==> src/core/tcc_pkg.sv <==
// Purpose: shared constants for the two-channel capture/compare timer core
// Assumes: register index = printed offset, byte address = index * 4
// Notes: each register except the 16-bit counter word holds one byte in the low lanes of a 32-bit word
package tcc_pkg;

   // bus and datapath widths
   localparam int DATA_W = 32;
   localparam int IDX_W = 8;
   localparam int BYTE_W = 8;
   localparam int CNT_W = 16;
   localparam int PRE_W = 8;
   localparam int LEG_W = 3;

   // register indices
   localparam logic [IDX_W-1:0] IDX_DIR = 8'h00;
   localparam logic [IDX_W-1:0] IDX_FORCE = 8'h01;
   localparam logic [IDX_W-1:0] IDX_CNT_HI = 8'h04;
   localparam logic [IDX_W-1:0] IDX_CNT_LO = 8'h05;
   localparam logic [IDX_W-1:0] IDX_CTRL1 = 8'h06;
   localparam logic [IDX_W-1:0] IDX_TOV = 8'h07;
   localparam logic [IDX_W-1:0] IDX_ACTION = 8'h09;
   localparam logic [IDX_W-1:0] IDX_CTRL2 = 8'h0d;
   localparam logic [IDX_W-1:0] IDX_CHFLAG = 8'h0e;
   localparam logic [IDX_W-1:0] IDX_WRAPFLAG = 8'h0f;
   localparam logic [IDX_W-1:0] IDX_VAL_BASE = 8'h10;
   localparam logic [IDX_W-1:0] IDX_FINE_DIV = 8'h2e;
   localparam logic [IDX_W-1:0] IDX_CNT_WORD = 8'h30;

   // control_one field positions
   localparam int BIT_RUN = 7;
   localparam int BIT_HALT_WAIT = 6;
   localparam int BIT_HALT_FRZ = 5;
   localparam int BIT_FAST_CLR = 4;
   localparam int BIT_FINE_SEL = 3;
   // wrap flag position in its register
   localparam int BIT_WRAP = 7;

   // reset values
   localparam logic [BYTE_W-1:0] RST_BYTE = 8'h00;
   localparam logic [CNT_W-1:0] RST_CNT = 16'h0000;
   localparam logic [CNT_W-1:0] CNT_ONE = 16'h0001;
   localparam logic [CNT_W-1:0] CNT_MAX = 16'hffff;
   localparam logic [PRE_W-1:0] PRE_ZERO = 8'h00;
   localparam logic [PRE_W-1:0] PRE_ONE = 8'h01;
   localparam logic [DATA_W-1:0] RD_ZERO = 32'h0000_0000;

   // output action codes {mode, level}
   localparam logic [1:0] ACT_NONE = 2'h0;
   localparam logic [1:0] ACT_TOGGLE = 2'h1;
   localparam logic [1:0] ACT_CLEAR = 2'h2;
   localparam logic [1:0] ACT_SET = 2'h3;

   // next pin level for an output action
   function automatic logic tcc_act_apply(input logic [1:0] act, input logic cur);
      unique case (act)
         ACT_NONE: tcc_act_apply = cur;
         ACT_TOGGLE: tcc_act_apply = ~cur;
         ACT_CLEAR: tcc_act_apply = 1'b0;
         ACT_SET: tcc_act_apply = 1'b1;
      endcase
   endfunction : tcc_act_apply

endpackage : tcc_pkg

==> src/core/tcc_prescaler.sv <==
// Purpose: timer clock prescaler, legacy power-of-two or fine divide-by-n+1
// Assumes: selection inputs come from registers on the same clock
// Notes: a new factor takes effect at once, compared against the running stage count
`timescale 1ns/1ps
module tcc_prescaler
   import tcc_pkg::*;
(
   input wire logic clk_i,
   input wire logic rst_b_i,
   input wire logic run_i,
   input wire logic fine_sel_i,
   input wire logic [tcc_pkg::LEG_W-1:0] legacy_sel_i,
   input wire logic [tcc_pkg::PRE_W-1:0] fine_div_i,
   output logic tick_o
);
   import tcc_pkg::*;

   logic [PRE_W-1:0] stage_reg;
   logic [PRE_W-1:0] limit;
   logic hit;

   // terminal count: 2^sel - 1 in legacy mode, the fine_div_i byte in fine mode
   always_comb
   begin
      if (fine_sel_i)
      begin
         limit = fine_div_i;
      end
      else
      begin
         limit = (PRE_ONE << legacy_sel_i) - PRE_ONE;
      end
      hit = (stage_reg >= limit);
   end

   // stage counter holds while the timer is halted
   always_ff @(posedge clk_i)
   begin
      if (!rst_b_i)
      begin
         stage_reg <= PRE_ZERO;
      end
      else if (run_i)
      begin
         stage_reg <= hit ? PRE_ZERO : stage_reg + PRE_ONE;
      end
   end

   // one-cycle count pulse
   always_ff @(posedge clk_i)
   begin
      if (!rst_b_i)
      begin
         tick_o <= 1'b0;
      end
      else
      begin
         tick_o <= run_i & hit;
      end
   end

endmodule : tcc_prescaler

==> src/core/tcc_top.sv <==
// Purpose: core control of a small capture/compare timer, reached over APB
// Assumes: mode inputs are on clk_i; capture pins are asynchronous
// Notes: zero-wait slave; byte registers sit in the low lanes of each word
// Function
// - force strobe register always reads zero
// - force bit performs the programmed compare action
// - forced action never sets the event flag
// - force beats real match, flag stays clear
// - unimplemented channel bits ignore writes, read zero
// - main counter is 16-bit, prescaled up counter
// - counter writes only take effect in special mode
// - first period after counter write may vary
// - run enable bit halts the whole timer
// - halt-in-wait stops timer during wait mode
// - halt-in-freeze stops counter during freeze mode
// - fast clear on channel value access clears flag
// - fast clear on counter access clears wrap flag
// - divider select picks legacy or fine prescaler
// - divider select bit accepts only first write
// - overflow toggle flips compare pin on wrap
// - overflow toggle beats forced compare action
// - direction bit: zero capture, one compare
// - action field: none, toggle, clear, set
// - legacy divider gives divide by 1 to 128
// - event flag clears by writing one while running
//
// Implementation choice: the APB interface to the registers.
`timescale 1ns/1ps
module tcc_top
   import tcc_pkg::*;
#(
   parameter int N_CHAN = 2,
   parameter int ADDR_W = 12
)
(
   input wire logic clk_i,
   input wire logic rst_b_i,
   input wire logic psel_i,
   input wire logic penable_i,
   input wire logic pwrite_i,
   input wire logic [ADDR_W-1:0] paddr_i,
   input wire logic [tcc_pkg::DATA_W-1:0] pwdata_i,
   output logic [tcc_pkg::DATA_W-1:0] prdata_o,
   output logic pready_o,
   output logic pslverr_o,
   input wire logic special_mode_i,
   input wire logic wait_mode_i,
   input wire logic freeze_mode_i,
   input wire logic [N_CHAN-1:0] cap_pin_i,
   output logic [N_CHAN-1:0] cmp_line_o,
   output logic [N_CHAN-1:0] cmp_oe_b_o,
   output logic timer_active_o
);
   import tcc_pkg::*;

   // refuse layouts that the one-byte fields cannot hold
   if (N_CHAN < 1 || N_CHAN > 4) begin : g_bad_chan
      $error("tcc_top: N_CHAN must be 1 to 4");
   end
   if (ADDR_W < IDX_W + 2) begin : g_bad_addr
      $error("tcc_top: ADDR_W too small for the register map");
   end

   logic [N_CHAN-1:0] dir_reg;
   logic [N_CHAN-1:0] tov_reg;
   logic [2*N_CHAN-1:0] act_reg;
   logic run_reg;
   logic halt_wait_reg;
   logic halt_frz_reg;
   logic fast_clr_reg;
   logic fine_sel_reg;
   logic fine_locked_reg;
   logic [LEG_W-1:0] legacy_sel_reg;
   logic [PRE_W-1:0] fine_div_reg;
   logic [CNT_W-1:0] cnt_reg;
   logic [CNT_W-1:0] val_reg [N_CHAN];
   logic [N_CHAN-1:0] flag_reg;
   logic wrap_reg;
   logic [N_CHAN-1:0] pin_reg;
   logic [N_CHAN-1:0] cap_meta_reg;
   logic [N_CHAN-1:0] cap_sync_reg;
   logic [N_CHAN-1:0] cap_last_reg;

   logic acc;
   logic wr;
   logic rd;
   logic [IDX_W-1:0] idx;
   logic [BYTE_W-1:0] wd;
   logic mapped;
   logic active;
   logic tick;
   logic [CNT_W-1:0] cnt_inc;
   logic wrap_evt;
   logic cnt_acc;
   logic [N_CHAN-1:0] force_hit;
   logic [N_CHAN-1:0] match_hit;
   logic [N_CHAN-1:0] tov_hit;
   logic [N_CHAN-1:0] cap_hit;
   logic [N_CHAN-1:0] fast_hit;

   // true when index a addresses either byte of channel ch's value
   function automatic logic val_sel(input logic [IDX_W-1:0] a, input int ch);
      logic [IDX_W-1:0] base;
      base = IDX_VAL_BASE + IDX_W'(2 * ch);
      val_sel = (a[IDX_W-1:1] == base[IDX_W-1:1]);
   endfunction : val_sel

   // apb access phase decode
   assign acc = psel_i & penable_i;
   assign wr = acc & pwrite_i;
   assign rd = acc & ~pwrite_i;
   assign idx = paddr_i[IDX_W+1:2];
   assign wd = pwdata_i[BYTE_W-1:0];
   assign pready_o = 1'b1;
   assign pslverr_o = acc & ~mapped;

   // run qualification for the whole timer
   assign active = run_reg & ~(wait_mode_i & halt_wait_reg)
      & ~(freeze_mode_i & halt_frz_reg);
   assign timer_active_o = active;

   // prescaler keeps running across counter writes, so no realignment
   tcc_prescaler u_tcc_prescaler (
      .clk_i(clk_i),
      .rst_b_i(rst_b_i),
      .run_i(active),
      .fine_sel_i(fine_sel_reg),
      .legacy_sel_i(legacy_sel_reg),
      .fine_div_i(fine_div_reg),
      .tick_o(tick)
   );

   // counter and per-channel events
   assign cnt_inc = cnt_reg + CNT_ONE;
   assign wrap_evt = tick & (cnt_reg == CNT_MAX);
   assign cnt_acc = acc & (idx == IDX_CNT_HI || idx == IDX_CNT_LO || idx == IDX_CNT_WORD);
   for (genvar i = 0; i < N_CHAN; i++) begin : g_evt
      assign force_hit[i] = wr & (idx == IDX_FORCE) & wd[i] & dir_reg[i];
      assign match_hit[i] = tick & dir_reg[i] & (cnt_inc == val_reg[i]);
      assign tov_hit[i] = wrap_evt & tov_reg[i] & dir_reg[i];
      assign cap_hit[i] = active & ~dir_reg[i] & (cap_sync_reg[i] ^ cap_last_reg[i]);
      assign fast_hit[i] = fast_clr_reg & val_sel(idx, i)
         & ((rd & ~dir_reg[i]) | (wr & dir_reg[i]));
   end

   // direction, toggle, action and divider registers
   always_ff @(posedge clk_i)
   begin
      if (!rst_b_i)
      begin
         dir_reg <= '0;
         tov_reg <= '0;
         act_reg <= '0;
         legacy_sel_reg <= '0;
         fine_div_reg <= RST_BYTE;
      end
      else if (wr)
      begin
         unique case (idx)
            IDX_DIR: dir_reg <= wd[N_CHAN-1:0];
            IDX_TOV: tov_reg <= wd[N_CHAN-1:0];
            IDX_ACTION: act_reg <= wd[2*N_CHAN-1:0];
            IDX_CTRL2: legacy_sel_reg <= wd[LEG_W-1:0];
            IDX_FINE_DIV: fine_div_reg <= wd;
            default: ;
         endcase
      end
   end

   // control_one, with the divider select taken once per reset
   always_ff @(posedge clk_i)
   begin
      if (!rst_b_i)
      begin
         run_reg <= 1'b0;
         halt_wait_reg <= 1'b0;
         halt_frz_reg <= 1'b0;
         fast_clr_reg <= 1'b0;
         fine_sel_reg <= 1'b0;
         fine_locked_reg <= 1'b0;
      end
      else if (wr && idx == IDX_CTRL1)
      begin
         run_reg <= wd[BIT_RUN];
         halt_wait_reg <= wd[BIT_HALT_WAIT];
         halt_frz_reg <= wd[BIT_HALT_FRZ];
         fast_clr_reg <= wd[BIT_FAST_CLR];
         fine_locked_reg <= 1'b1;
         if (!fine_locked_reg)
            fine_sel_reg <= wd[BIT_FINE_SEL];
      end
   end

   // main counter: special-mode loads win over the count pulse
   always_ff @(posedge clk_i)
   begin
      if (!rst_b_i)
         cnt_reg <= RST_CNT;
      else if (wr && special_mode_i && idx == IDX_CNT_WORD)
         cnt_reg <= pwdata_i[CNT_W-1:0];
      else if (wr && special_mode_i && idx == IDX_CNT_HI)
         cnt_reg <= {wd, cnt_reg[BYTE_W-1:0]};
      else if (wr && special_mode_i && idx == IDX_CNT_LO)
         cnt_reg <= {cnt_reg[CNT_W-1:BYTE_W], wd};
      else if (tick)
         cnt_reg <= cnt_inc;
   end

   // capture pin synchronisers and edge memory
   always_ff @(posedge clk_i)
   begin
      if (!rst_b_i)
      begin
         cap_meta_reg <= '0;
         cap_sync_reg <= '0;
         cap_last_reg <= '0;
      end
      else
      begin
         cap_meta_reg <= cap_pin_i;
         cap_sync_reg <= cap_meta_reg;
         cap_last_reg <= cap_sync_reg;
      end
   end

   // per-channel value, flag and compare pin
   for (genvar i = 0; i < N_CHAN; i++) begin : g_chan
      always_ff @(posedge clk_i)
      begin
         if (!rst_b_i)
            val_reg[i] <= RST_CNT;
         else if (cap_hit[i])
            val_reg[i] <= cnt_reg;
         else if (wr && val_sel(idx, i))
            val_reg[i] <= idx[0] ? {val_reg[i][CNT_W-1:BYTE_W], wd}
               : {wd, val_reg[i][BYTE_W-1:0]};
      end

      // set beats clear; a forced action suppresses the match flag
      always_ff @(posedge clk_i)
      begin
         if (!rst_b_i)
            flag_reg[i] <= 1'b0;
         else if ((match_hit[i] && !force_hit[i]) || cap_hit[i])
            flag_reg[i] <= 1'b1;
         else if ((wr && idx == IDX_CHFLAG && wd[i] && run_reg) || fast_hit[i])
            flag_reg[i] <= 1'b0;
      end

      // overflow toggle first, then forced or matched action
      always_ff @(posedge clk_i)
      begin
         if (!rst_b_i)
            pin_reg[i] <= 1'b0;
         else if (tov_hit[i])
            pin_reg[i] <= ~pin_reg[i];
         else if (force_hit[i] || match_hit[i])
            pin_reg[i] <= tcc_act_apply(act_reg[2*i+1:2*i], pin_reg[i]);
      end

      // pin is driven while the channel compares with an action or overflow toggle set
      assign cmp_oe_b_o[i] = ~(dir_reg[i] & ((act_reg[2*i+1:2*i] != ACT_NONE) | tov_reg[i]));
   end
   assign cmp_line_o = pin_reg;

   // wrap flag: set wins, cleared by writing one while running or by fast clear
   always_ff @(posedge clk_i)
   begin
      if (!rst_b_i)
         wrap_reg <= 1'b0;
      else if (wrap_evt)
         wrap_reg <= 1'b1;
      else if ((wr && idx == IDX_WRAPFLAG && wd[BIT_WRAP] && run_reg)
         || (fast_clr_reg && cnt_acc))
         wrap_reg <= 1'b0;
   end

   // read mux and unmapped detection
   always_comb
   begin
      prdata_o = RD_ZERO;
      mapped = 1'b1;
      unique case (idx)
         IDX_DIR: prdata_o[N_CHAN-1:0] = dir_reg;
         IDX_FORCE: prdata_o = RD_ZERO;
         IDX_CNT_HI: prdata_o[BYTE_W-1:0] = cnt_reg[CNT_W-1:BYTE_W];
         IDX_CNT_LO: prdata_o[BYTE_W-1:0] = cnt_reg[BYTE_W-1:0];
         IDX_CNT_WORD: prdata_o[CNT_W-1:0] = cnt_reg;
         IDX_CTRL1:
         begin
            prdata_o[BIT_RUN] = run_reg;
            prdata_o[BIT_HALT_WAIT] = halt_wait_reg;
            prdata_o[BIT_HALT_FRZ] = halt_frz_reg;
            prdata_o[BIT_FAST_CLR] = fast_clr_reg;
            prdata_o[BIT_FINE_SEL] = fine_sel_reg;
         end
         IDX_TOV: prdata_o[N_CHAN-1:0] = tov_reg;
         IDX_ACTION: prdata_o[2*N_CHAN-1:0] = act_reg;
         IDX_CTRL2: prdata_o[LEG_W-1:0] = legacy_sel_reg;
         IDX_CHFLAG: prdata_o[N_CHAN-1:0] = flag_reg;
         IDX_WRAPFLAG: prdata_o[BIT_WRAP] = wrap_reg;
         IDX_FINE_DIV: prdata_o[PRE_W-1:0] = fine_div_reg;
         default:
         begin
            mapped = 1'b0;
            for (int c = 0; c < N_CHAN; c++)
            begin
               if (val_sel(idx, c))
               begin
                  mapped = 1'b1;
                  prdata_o[BYTE_W-1:0] = idx[0] ? val_reg[c][BYTE_W-1:0]
                     : val_reg[c][CNT_W-1:BYTE_W];
               end
            end
         end
      endcase
   end
endmodule : tcc_top

==> config.mk <==
export PLATFORM = sky130hd
export DESIGN_NAME = tcc_top
export DESIGN_NICKNAME = d
export VERILOG_FILES = /design/src/core/tcc_pkg.sv /design/src/core/tcc_prescaler.sv /design/src/core/tcc_top.sv
export SDC_FILE = /design/constraint.sdc
export NUM_CORES = 1
export LEC_CHECK = 0
export BUFFER_PORTS_ARGS = -buffer_cell sky130_fd_sc_hd__buf_4
export CORE_MARGIN = 2
export CORE_UTILIZATION = 58
export DETAILED_ROUTE_END_ITERATION = 10
export PLACE_DENSITY = 0.86
export SYNTH_ARGS = -nofsm -noshare
export SYNTH_HDL_FRONTEND = slang
export SYNTH_HIERARCHICAL = 1
export SYNTH_SLANG_ARGS = --single-unit
==> constraint.sdc <==
create_clock -name clk_i -period 3.8 [get_ports clk_i]
set_clock_uncertainty 0.1 [all_clocks]
set_input_delay 0.38 -clock clk_i [delete_from_list [all_inputs] [get_ports clk_i]]
set_output_delay 0.38 -clock clk_i [all_outputs]
set_load 0.01 [all_outputs]
==> impl_metrics.sql, run 1 <==
INSERT INTO impl_metrics (metric_group, metric, value, unit) VALUES
('outcome', 'outcome', 'finished, final reports clean', ''),
('timing', 'timing_worst_slew_pin_value', '1340', 'ps'),
('floorplan', 'fp.dieArea', '12000', 'µm²'),
('timing', 'setup_repair_after_global_routing_missed_its_margin', 'no', ''),
('final_layout', 'area_growth_syn_to_layout', '10.9', '%'),
('clocking', 'clk_root_buffer_cell', 'sky130_fd_sc_hd__clkbuf_8', ''),
('pwr', 'power_density_over_cell_area', '269', 'nW/µm²'),
('hold_path', 'holdCritStartpoint', 'cap_pin_i[1]', ''),
('grt', 'grt_overflow_total', '0', ''),
('clocking', 'post_cts_buffers', '0', ''),
('grt', 'vias_in_the_first_global_route', '5733', ''),
('final_layout', 'finish.cell_count_without_fillers', '942', ''),
('detailed_routing', 'ant_nets', '0', ''),
('placement', 'dp_cells', '926', ''),
('worst_setup_path', 'worstPathCellList', 'nand3_2, nor4_1, buf_4, xor2_1, xor2_1, a2111o_1, nor4_4, a31oi_1, o221a_1', ''),
('floorplan', 'ioPinCount', '93', ''),
('placement', 'io_buffer_count', '55', ''),
('worst_setup_path', 'critical_path_peak_fanout', '12', ''),
('detailed_routing', 'route.detailed.drc', '0', ''),
('detailed_routing', 'drtPass1Iterations', '8', ''),
('timing', 'final_number_of_setup_violating_endpoints', '0', ''),
('worst_setup_path', 'critical_path.max_stage_delay', '640', 'ps'),
('worst_setup_path', 'timing.critical_path.buf_inv', '1', ''),
('grt', 'first_pass_grt_wire_length', '31.9', 'mm'),
('logic_synthesis', 'synth_top_cell_by_area', 'sky130_fd_sc_hd__dfxtp_1', ''),
('timing', 'hold_violations', '0', ''),
('worst_setup_path', 'critical_path.reg2reg.startpoint', 'cnt_reg[6]', ''),
('final_layout', 'antenna_cells_inserted', '0', ''),
('worst_setup_path', 'crit_top_cell', 'sky130_fd_sc_hd__xor2_1', ''),
('logic_synthesis', 'synth_seq_area_share', '33.9', '%'),
('final_layout', 'fill_cells', '931', ''),
('grt', 'grtUsageMet1', '47.7', '%'),
('pwr', 'p_leak', '2.56', 'nW'),
('logic_synthesis', 'synthDominantCellAreaShare', '19.0', '%'),
('final_layout', 'largest_register_ffs', '32', ''),
('logic_synthesis', 'postSynthAreaPerCell', '8.45', 'µm²'),
('clocking', 'cts-htree-levels', '3', ''),
('logic_synthesis', 'synthesis.instances', '762', ''),
('detailed_routing', 'detail_route.wirelength', '21.1', 'mm'),
('floorplan', 'initial_core_util', '59.4', '%'),
('worst_setup_path', 'crit_path_end_kind', 'register', ''),
('grt', 'grt_start_max_net_pins', '37', ''),
('pwr', 'p_total', '1.92', 'mW'),
('worst_setup_path', 'crit_path_start_kind', 'register', ''),
('final_layout', 'layout-drive-gt1-share', '16.5', '%'),
('logic_synthesis', 'synth_area_leaders', 'sky130_fd_sc_hd__dfxtp_1 19%, sky130_fd_sc_hd__edfxtp_1 15%, sky130_fd_sc_hd__a22o_1 5.8%', ''),
('timing', 'fin_setup_tns', '0', 'ps'),
('floorplan', 'die_width', '109', 'µm'),
('clocking', 'clock_latency', '380', 'ps'),
('final_layout', 'finish.utilization', '65.8', '%'),
('logic_synthesis', 'yosys_register_bits', '93', ''),
('worst_setup_path', 'worstSetupPathType', 'reg -> reg', ''),
('detailed_routing', 'count_of_routing_violations_after_the_opening_detailed_route_iteration', '802', ''),
('logic_synthesis', 'synth_ff_type', 'sky130_fd_sc_hd__dfxtp_1', ''),
('timing', 'post-route-period-util', '87.3', '%'),
('logic_synthesis', 'ys.warnings.count', '6', ''),
('timing', 'slew_headroom', '9.84', '%'),
('floorplan', 'core.rowCount', '38', ''),
('detailed_routing', 'routed-via-count', '6338', ''),
('logic_synthesis', 'synth_edf_count', '32', ''),
('logic_synthesis', 'yosys.cell_types.count', '68', ''),
('clocking', 'worst_setup_hold_path_clk_slew', '90', 'ps'),
('grt', 'grt.met3_usage', '7.65', '%'),
('final_layout', 'multi_input_area', '3890', 'µm²'),
('grt', 'global_route.usage.total', '35.8', '%'),
('final_layout', 'final_nets', '861', ''),
('worst_setup_path', 'worst-endpoint-required', '3960', 'ps'),
('timing', 'slew_viol_final', '0', ''),
('clocking', 'cts_resized', '0', ''),
('logic_synthesis', 'async_reset_ff_share', '0', '%'),
('hold_path', 'hold_path.class', 'in -> reg', '');
[path summary, 6_finish.rpt]
kind              cells past startpoint  slack (ps)               to
setup / recovery                      9         480    cmp_line_o[1]
hold / removal                        2         120  cap_meta_reg[1]
setup reg to reg                      9         480    cmp_line_o[1]
hold reg to reg                       1         340  cap_sync_reg[1]
[layer usage]
| layer | routed length, µm | share of wire (%) |
|---|---|---|
| met5 | 0 | 0 |
| met4 | 925 | 4.4 |
| met3 | 2640 | 13 |
| met2 | 9520 | 45 |
| met1 | 8000 | 38 |
[placed cells by master, fill, tap and decap left out, drive strengths merged, types with 12 or more instances in the layout]
master	count
buf	88
nand2	79
dfxtp	61
a21oi	55
nor2	54
nand3	46
a22o	43
xnor2	42
o21ai	39
edfxtp	32
nor3	30
and2	19
conb	17
nand4	16
nor4	15
xor2	14
inv	12
[stage by stage]
| stage | area, µm² | hold slack [ps] | worst slack [ps] |
|---|---|---|---|
| 6_report | 7140 | 117 | 481 |
| 3_5_place_dp | 6950 | 320 | 603 |
| 2_1_floorplan | 6490 | 312 | 1090 |
| 4_1_cts | 7140 | 110 | 568 |
| 5_1_grt | 7140 | 125 | 324 |
| 3_3_place_gp | 6950 | 315 | 687 |
[report_power, final]
part	internal, mW	switching, mW
Clock	0.307	0.372
Sequential	1.05	0.0224
Combinational	0.0670	0.109
[cell type report]
class | count | area share [%]
repair buffers | 88 | 9.26
clock buffers | 10 | 1.79
inverters | 10 | 0.526
flip-flops and latches | 93 | 30.6
clock inverters | 6 | 0.876
multi-input cells | 595 | 54.5
well taps | 140 | 2.45
[logic make-up (layout without fill, tap and decap cells)]
family                   count (synthesis)  in the layout  share of synthesized area [%]
multiplexers                            19             19                           4.53
AND/OR/NAND/NOR                        303            303                           25.0
XOR/XNOR                                56             56                           7.62
buffers and inverters                   89            114                           6.72
other                                    2             17                          0.117
flip-flops                              93             93                           33.9
AO/OA/AOI/OAI                          190            190                           20.2
adder cells (fa/ha/maj)                 10             10                           1.94
[synth_stat cells (15+ instances only)]
cell type                  number
sky130_fd_sc_hd__nand3_1       44
sky130_fd_sc_hd__nand2_1       78
sky130_fd_sc_hd__nand4_1       15
sky130_fd_sc_hd__nor3_1        29
sky130_fd_sc_hd__buf_4         18
sky130_fd_sc_hd__edfxtp_1      32
sky130_fd_sc_hd__dfxtp_1       61
sky130_fd_sc_hd__clkbuf_1      44
sky130_fd_sc_hd__and2_1        19
sky130_fd_sc_hd__nor2_1        53
sky130_fd_sc_hd__o21ai_0       38
sky130_fd_sc_hd__a21oi_1       55
sky130_fd_sc_hd__a22o_1        43
sky130_fd_sc_hd__xnor2_1       42
No activity file was read; power rests on OpenSTA's default activity.
==> run 2, diff against run 1 <==
--- a/config.mk
+++ b/config.mk
@@ -10,2 +10,3 @@
 export CORE_UTILIZATION = 58
+export CTS_BUF_LIST = sky130_fd_sc_hd__clkbuf_16
 export DETAILED_ROUTE_END_ITERATION = 10
--- a/constraint.sdc
+++ b/constraint.sdc
@@ -4,2 +4,2 @@
 set_output_delay 0.38 -clock clk_i [all_outputs]
-set_load 0.01 [all_outputs]
+set_load 0.02 [all_outputs]
==> impl_metrics.sql, run 2 (synthesis results as in run 1) <==
INSERT INTO impl_metrics (metric_group, metric, value, unit) VALUES
('grt', 'grt_start_max_net_pins', '37', ''),
('final_layout', 'layout.cells.most_common', 'sky130_fd_sc_hd__buf_4', ''),
('timing', 'max_clock_freq', '298', 'MHz'),
('worst_setup_path', 'arrival', '3490', 'ps'),
('final_layout', 'final_cell_mix', '87 x sky130_fd_sc_hd__buf_4, 78 x sky130_fd_sc_hd__nand2_1, 61 x sky130_fd_sc_hd__dfxtp_1', ''),
('pwr', 'power_density_over_cell_area', '306', 'nW/µm²'),
('placement', 'io_buffer_count', '55', ''),
('detailed_routing', 'detail_route.wirelength', '21.2', 'mm'),
('final_layout', 'layout-drive-gt1-share', '16.5', '%'),
('grt', 'first_pass_grt_wire_length', '32.4', 'mm'),
('worst_setup_path', 'cp_top_family', 'simple AND/OR/NAND/NOR gates', ''),
('clocking', 'ctsHoldBuffers', '0', ''),
('timing', 'hold_violations', '0', ''),
('timing', 'hold_slack', '142', 'ps'),
('detailed_routing', 'ant_nets', '0', ''),
('worst_setup_path', 'critical_path.max_stage_delay', '630', 'ps'),
('worst_setup_path', 'critical_path_peak_fanout', '12', ''),
('timing', 'slew_headroom', '10.0', '%'),
('detailed_routing', 'detail_routed_via_count_per_cell', '6.76', ''),
('worst_setup_path', 'crit_path_start_kind', 'register', ''),
('grt', 'global_route.usage.total', '36.4', '%'),
('timing', 'setup_repair_after_global_routing_missed_its_margin', 'no', ''),
('outcome', 'outcome', 'finished, final reports clean', ''),
('timing', 'slew_viol_final', '0', ''),
('clocking', 'clk_root_buffer_cell', 'sky130_fd_sc_hd__clkbuf_16', ''),
('detailed_routing', 'wl_per_cell', '22.5', 'µm'),
('clocking', 'post_cts_buffers', '0', ''),
('grt', 'vias_in_the_first_global_route', '5921', ''),
('clocking', 'clock_buffer_count_from_cts', '9', ''),
('pwr', 'peakVddDrop', '0.000240', 'V'),
('detailed_routing', 'routed-via-count', '6358', ''),
('clocking', 'cts-htree-levels', '3', ''),
('final_layout', 'antenna_cells_inserted', '0', ''),
('floorplan', 'fp.dieArea', '12000', 'µm²'),
('timing', 'period_minus_slack', '3350', 'ps'),
('worst_setup_path', 'crit_path_end_kind', 'register', ''),
('grt', 'antenna_found_initial', '0', ''),
('worst_setup_path', 'worst-endpoint-required', '3940', 'ps'),
('floorplan', 'core.rowCount', '38', ''),
('worst_setup_path', 'timing.critical_path.buf_inv', '1', ''),
('final_layout', 'area_growth_syn_to_layout', '12.7', '%'),
('timing', 'final.setup.worst_slack', '447', 'ps'),
('job', 'max_cap_viol_count', '0', ''),
('clocking', 'worst_setup_hold_path_clk_slew', '70', 'ps'),
('placement', 'gp_routability_congestion', '0.967', ''),
('clocking', 'clock_latency', '350', 'ps'),
('grt', 'grt_overflow_total', '0', ''),
('placement', 'hpwl', '15.0', 'mm'),
('clocking', 'cts_buffer_depth', '2', ''),
('pwr', 'p_leak', '2.61', 'nW'),
('floorplan', 'core-area', '10800', 'µm²'),
('final_layout', 'fill_cells', '873', ''),
('timing', 'fin_setup_tns', '0', 'ps'),
('worst_setup_path', 'crit_top_cell', 'sky130_fd_sc_hd__xor2_1', ''),
('pwr', 'p_total', '2.22', 'mW'),
('timing', 'post-route-period-util', '88.2', '%'),
('final_layout', 'largest_register_ffs', '32', ''),
('timing', 'final_number_of_setup_violating_endpoints', '0', ''),
('worst_setup_path', 'worstSetupPathType', 'reg -> reg', ''),
('final_layout', 'finish.utilization', '66.9', '%'),
('clocking', 'cts_num_sinks', '93', ''),
('detailed_routing', 'drtPass1Iterations', '8', ''),
('clocking', 'cts_resized', '0', ''),
('detailed_routing', 'count_of_routing_violations_after_the_opening_detailed_route_iteration', '796', ''),
('floorplan', 'ioPinCount', '93', ''),
('floorplan', 'initial_core_util', '59.4', '%'),
('placement', 'preCtsSetupSlack', '561', 'ps'),
('hold_path', 'hold_path.class', 'in -> reg', ''),
('floorplan', 'die_width', '109', 'µm'),
('detailed_routing', 'route.detailed.drc', '0', ''),
('worst_setup_path', 'critPathSlowestCell', 'sky130_fd_sc_hd__dfxtp_1', ''),
('final_layout', 'final_nets', '860', ''),
('timing', 'timing_worst_slew_pin_value', '1340', 'ps'),
('floorplan', 'die-height', '109', 'µm'),
('worst_setup_path', 'worstPathCellList', 'nand3_2, nor4_1, buf_4, xor2_1, xor2_1, a2111o_1, nor4_4, a31oi_1, o221a_1', ''),
('clocking', 'cts_tree', 'yes', '');
-- run 2: cell count changes in the layout (fill, tap and decap cells not counted), moves of 2 or more --
cell,previous run,this run
sky130_fd_sc_hd__clkbuf_16,0,10
sky130_fd_sc_hd__clkbuf_8,9,0
sky130_fd_sc_hd__clkinv_2,3,0
sky130_fd_sc_hd__clkinv_4,0,2
-- run 2: per-stage QoR --
| step | area (µm²) | cells |
|---|---|---|
| floorplan | 6490 | 777 |
| global placement | 6940 | 925 |
| detailed placement | 6940 | 925 |
| CTS | 7260 | 941 |
| global route | 7260 | 941 |
| finish | 7260 | 941 |
-- run 2: final cells by class --
cell class                 instances  area, µm²  area share (%)
sequential                        93       2180            30.1
timing repair buffer              87        653            9.00
inverter                          10       37.5           0.517
clock buffer                      10        250            3.45
tap                              140        175            2.41
multi-input combinational        595       3890            53.6
clock inverter                     6       66.3           0.914
-- run 2: final timing paths --
check / from / to / slack (ps) / cells after the start
worst max-delay path: cnt_reg[6] / cmp_line_o[1] / 450 / 9
worst min-delay path: cap_pin_i[0] / cap_meta_reg[0] / 140 / 2
worst max register to register: cnt_reg[6] / cmp_line_o[1] / 450 / 9
worst min register to register: cap_meta_reg[0] / cap_sync_reg[0] / 340 / 1
-- run 2: layer usage --
metal | wire [µm] | global-route usage [%] | part of all wire, % | vias up
li1 | - | - | - | 2832
met1 | 7910 | 48.9 | 37 | 2962
met2 | 9610 | 56.8 | 45 | 469
met3 | 2630 | 6.64 | 12 | 95
met4 | 1020 | 17.2 | 4.8 | 0
met5 | 0 | 0 | 0 | -
-- run 2: power breakdown --
group	total, mW	switching (mW)	internal [mW]
sequential	1.07	0.0225	1.05
clock	0.965	0.411	0.554
combinational	0.184	0.118	0.0664
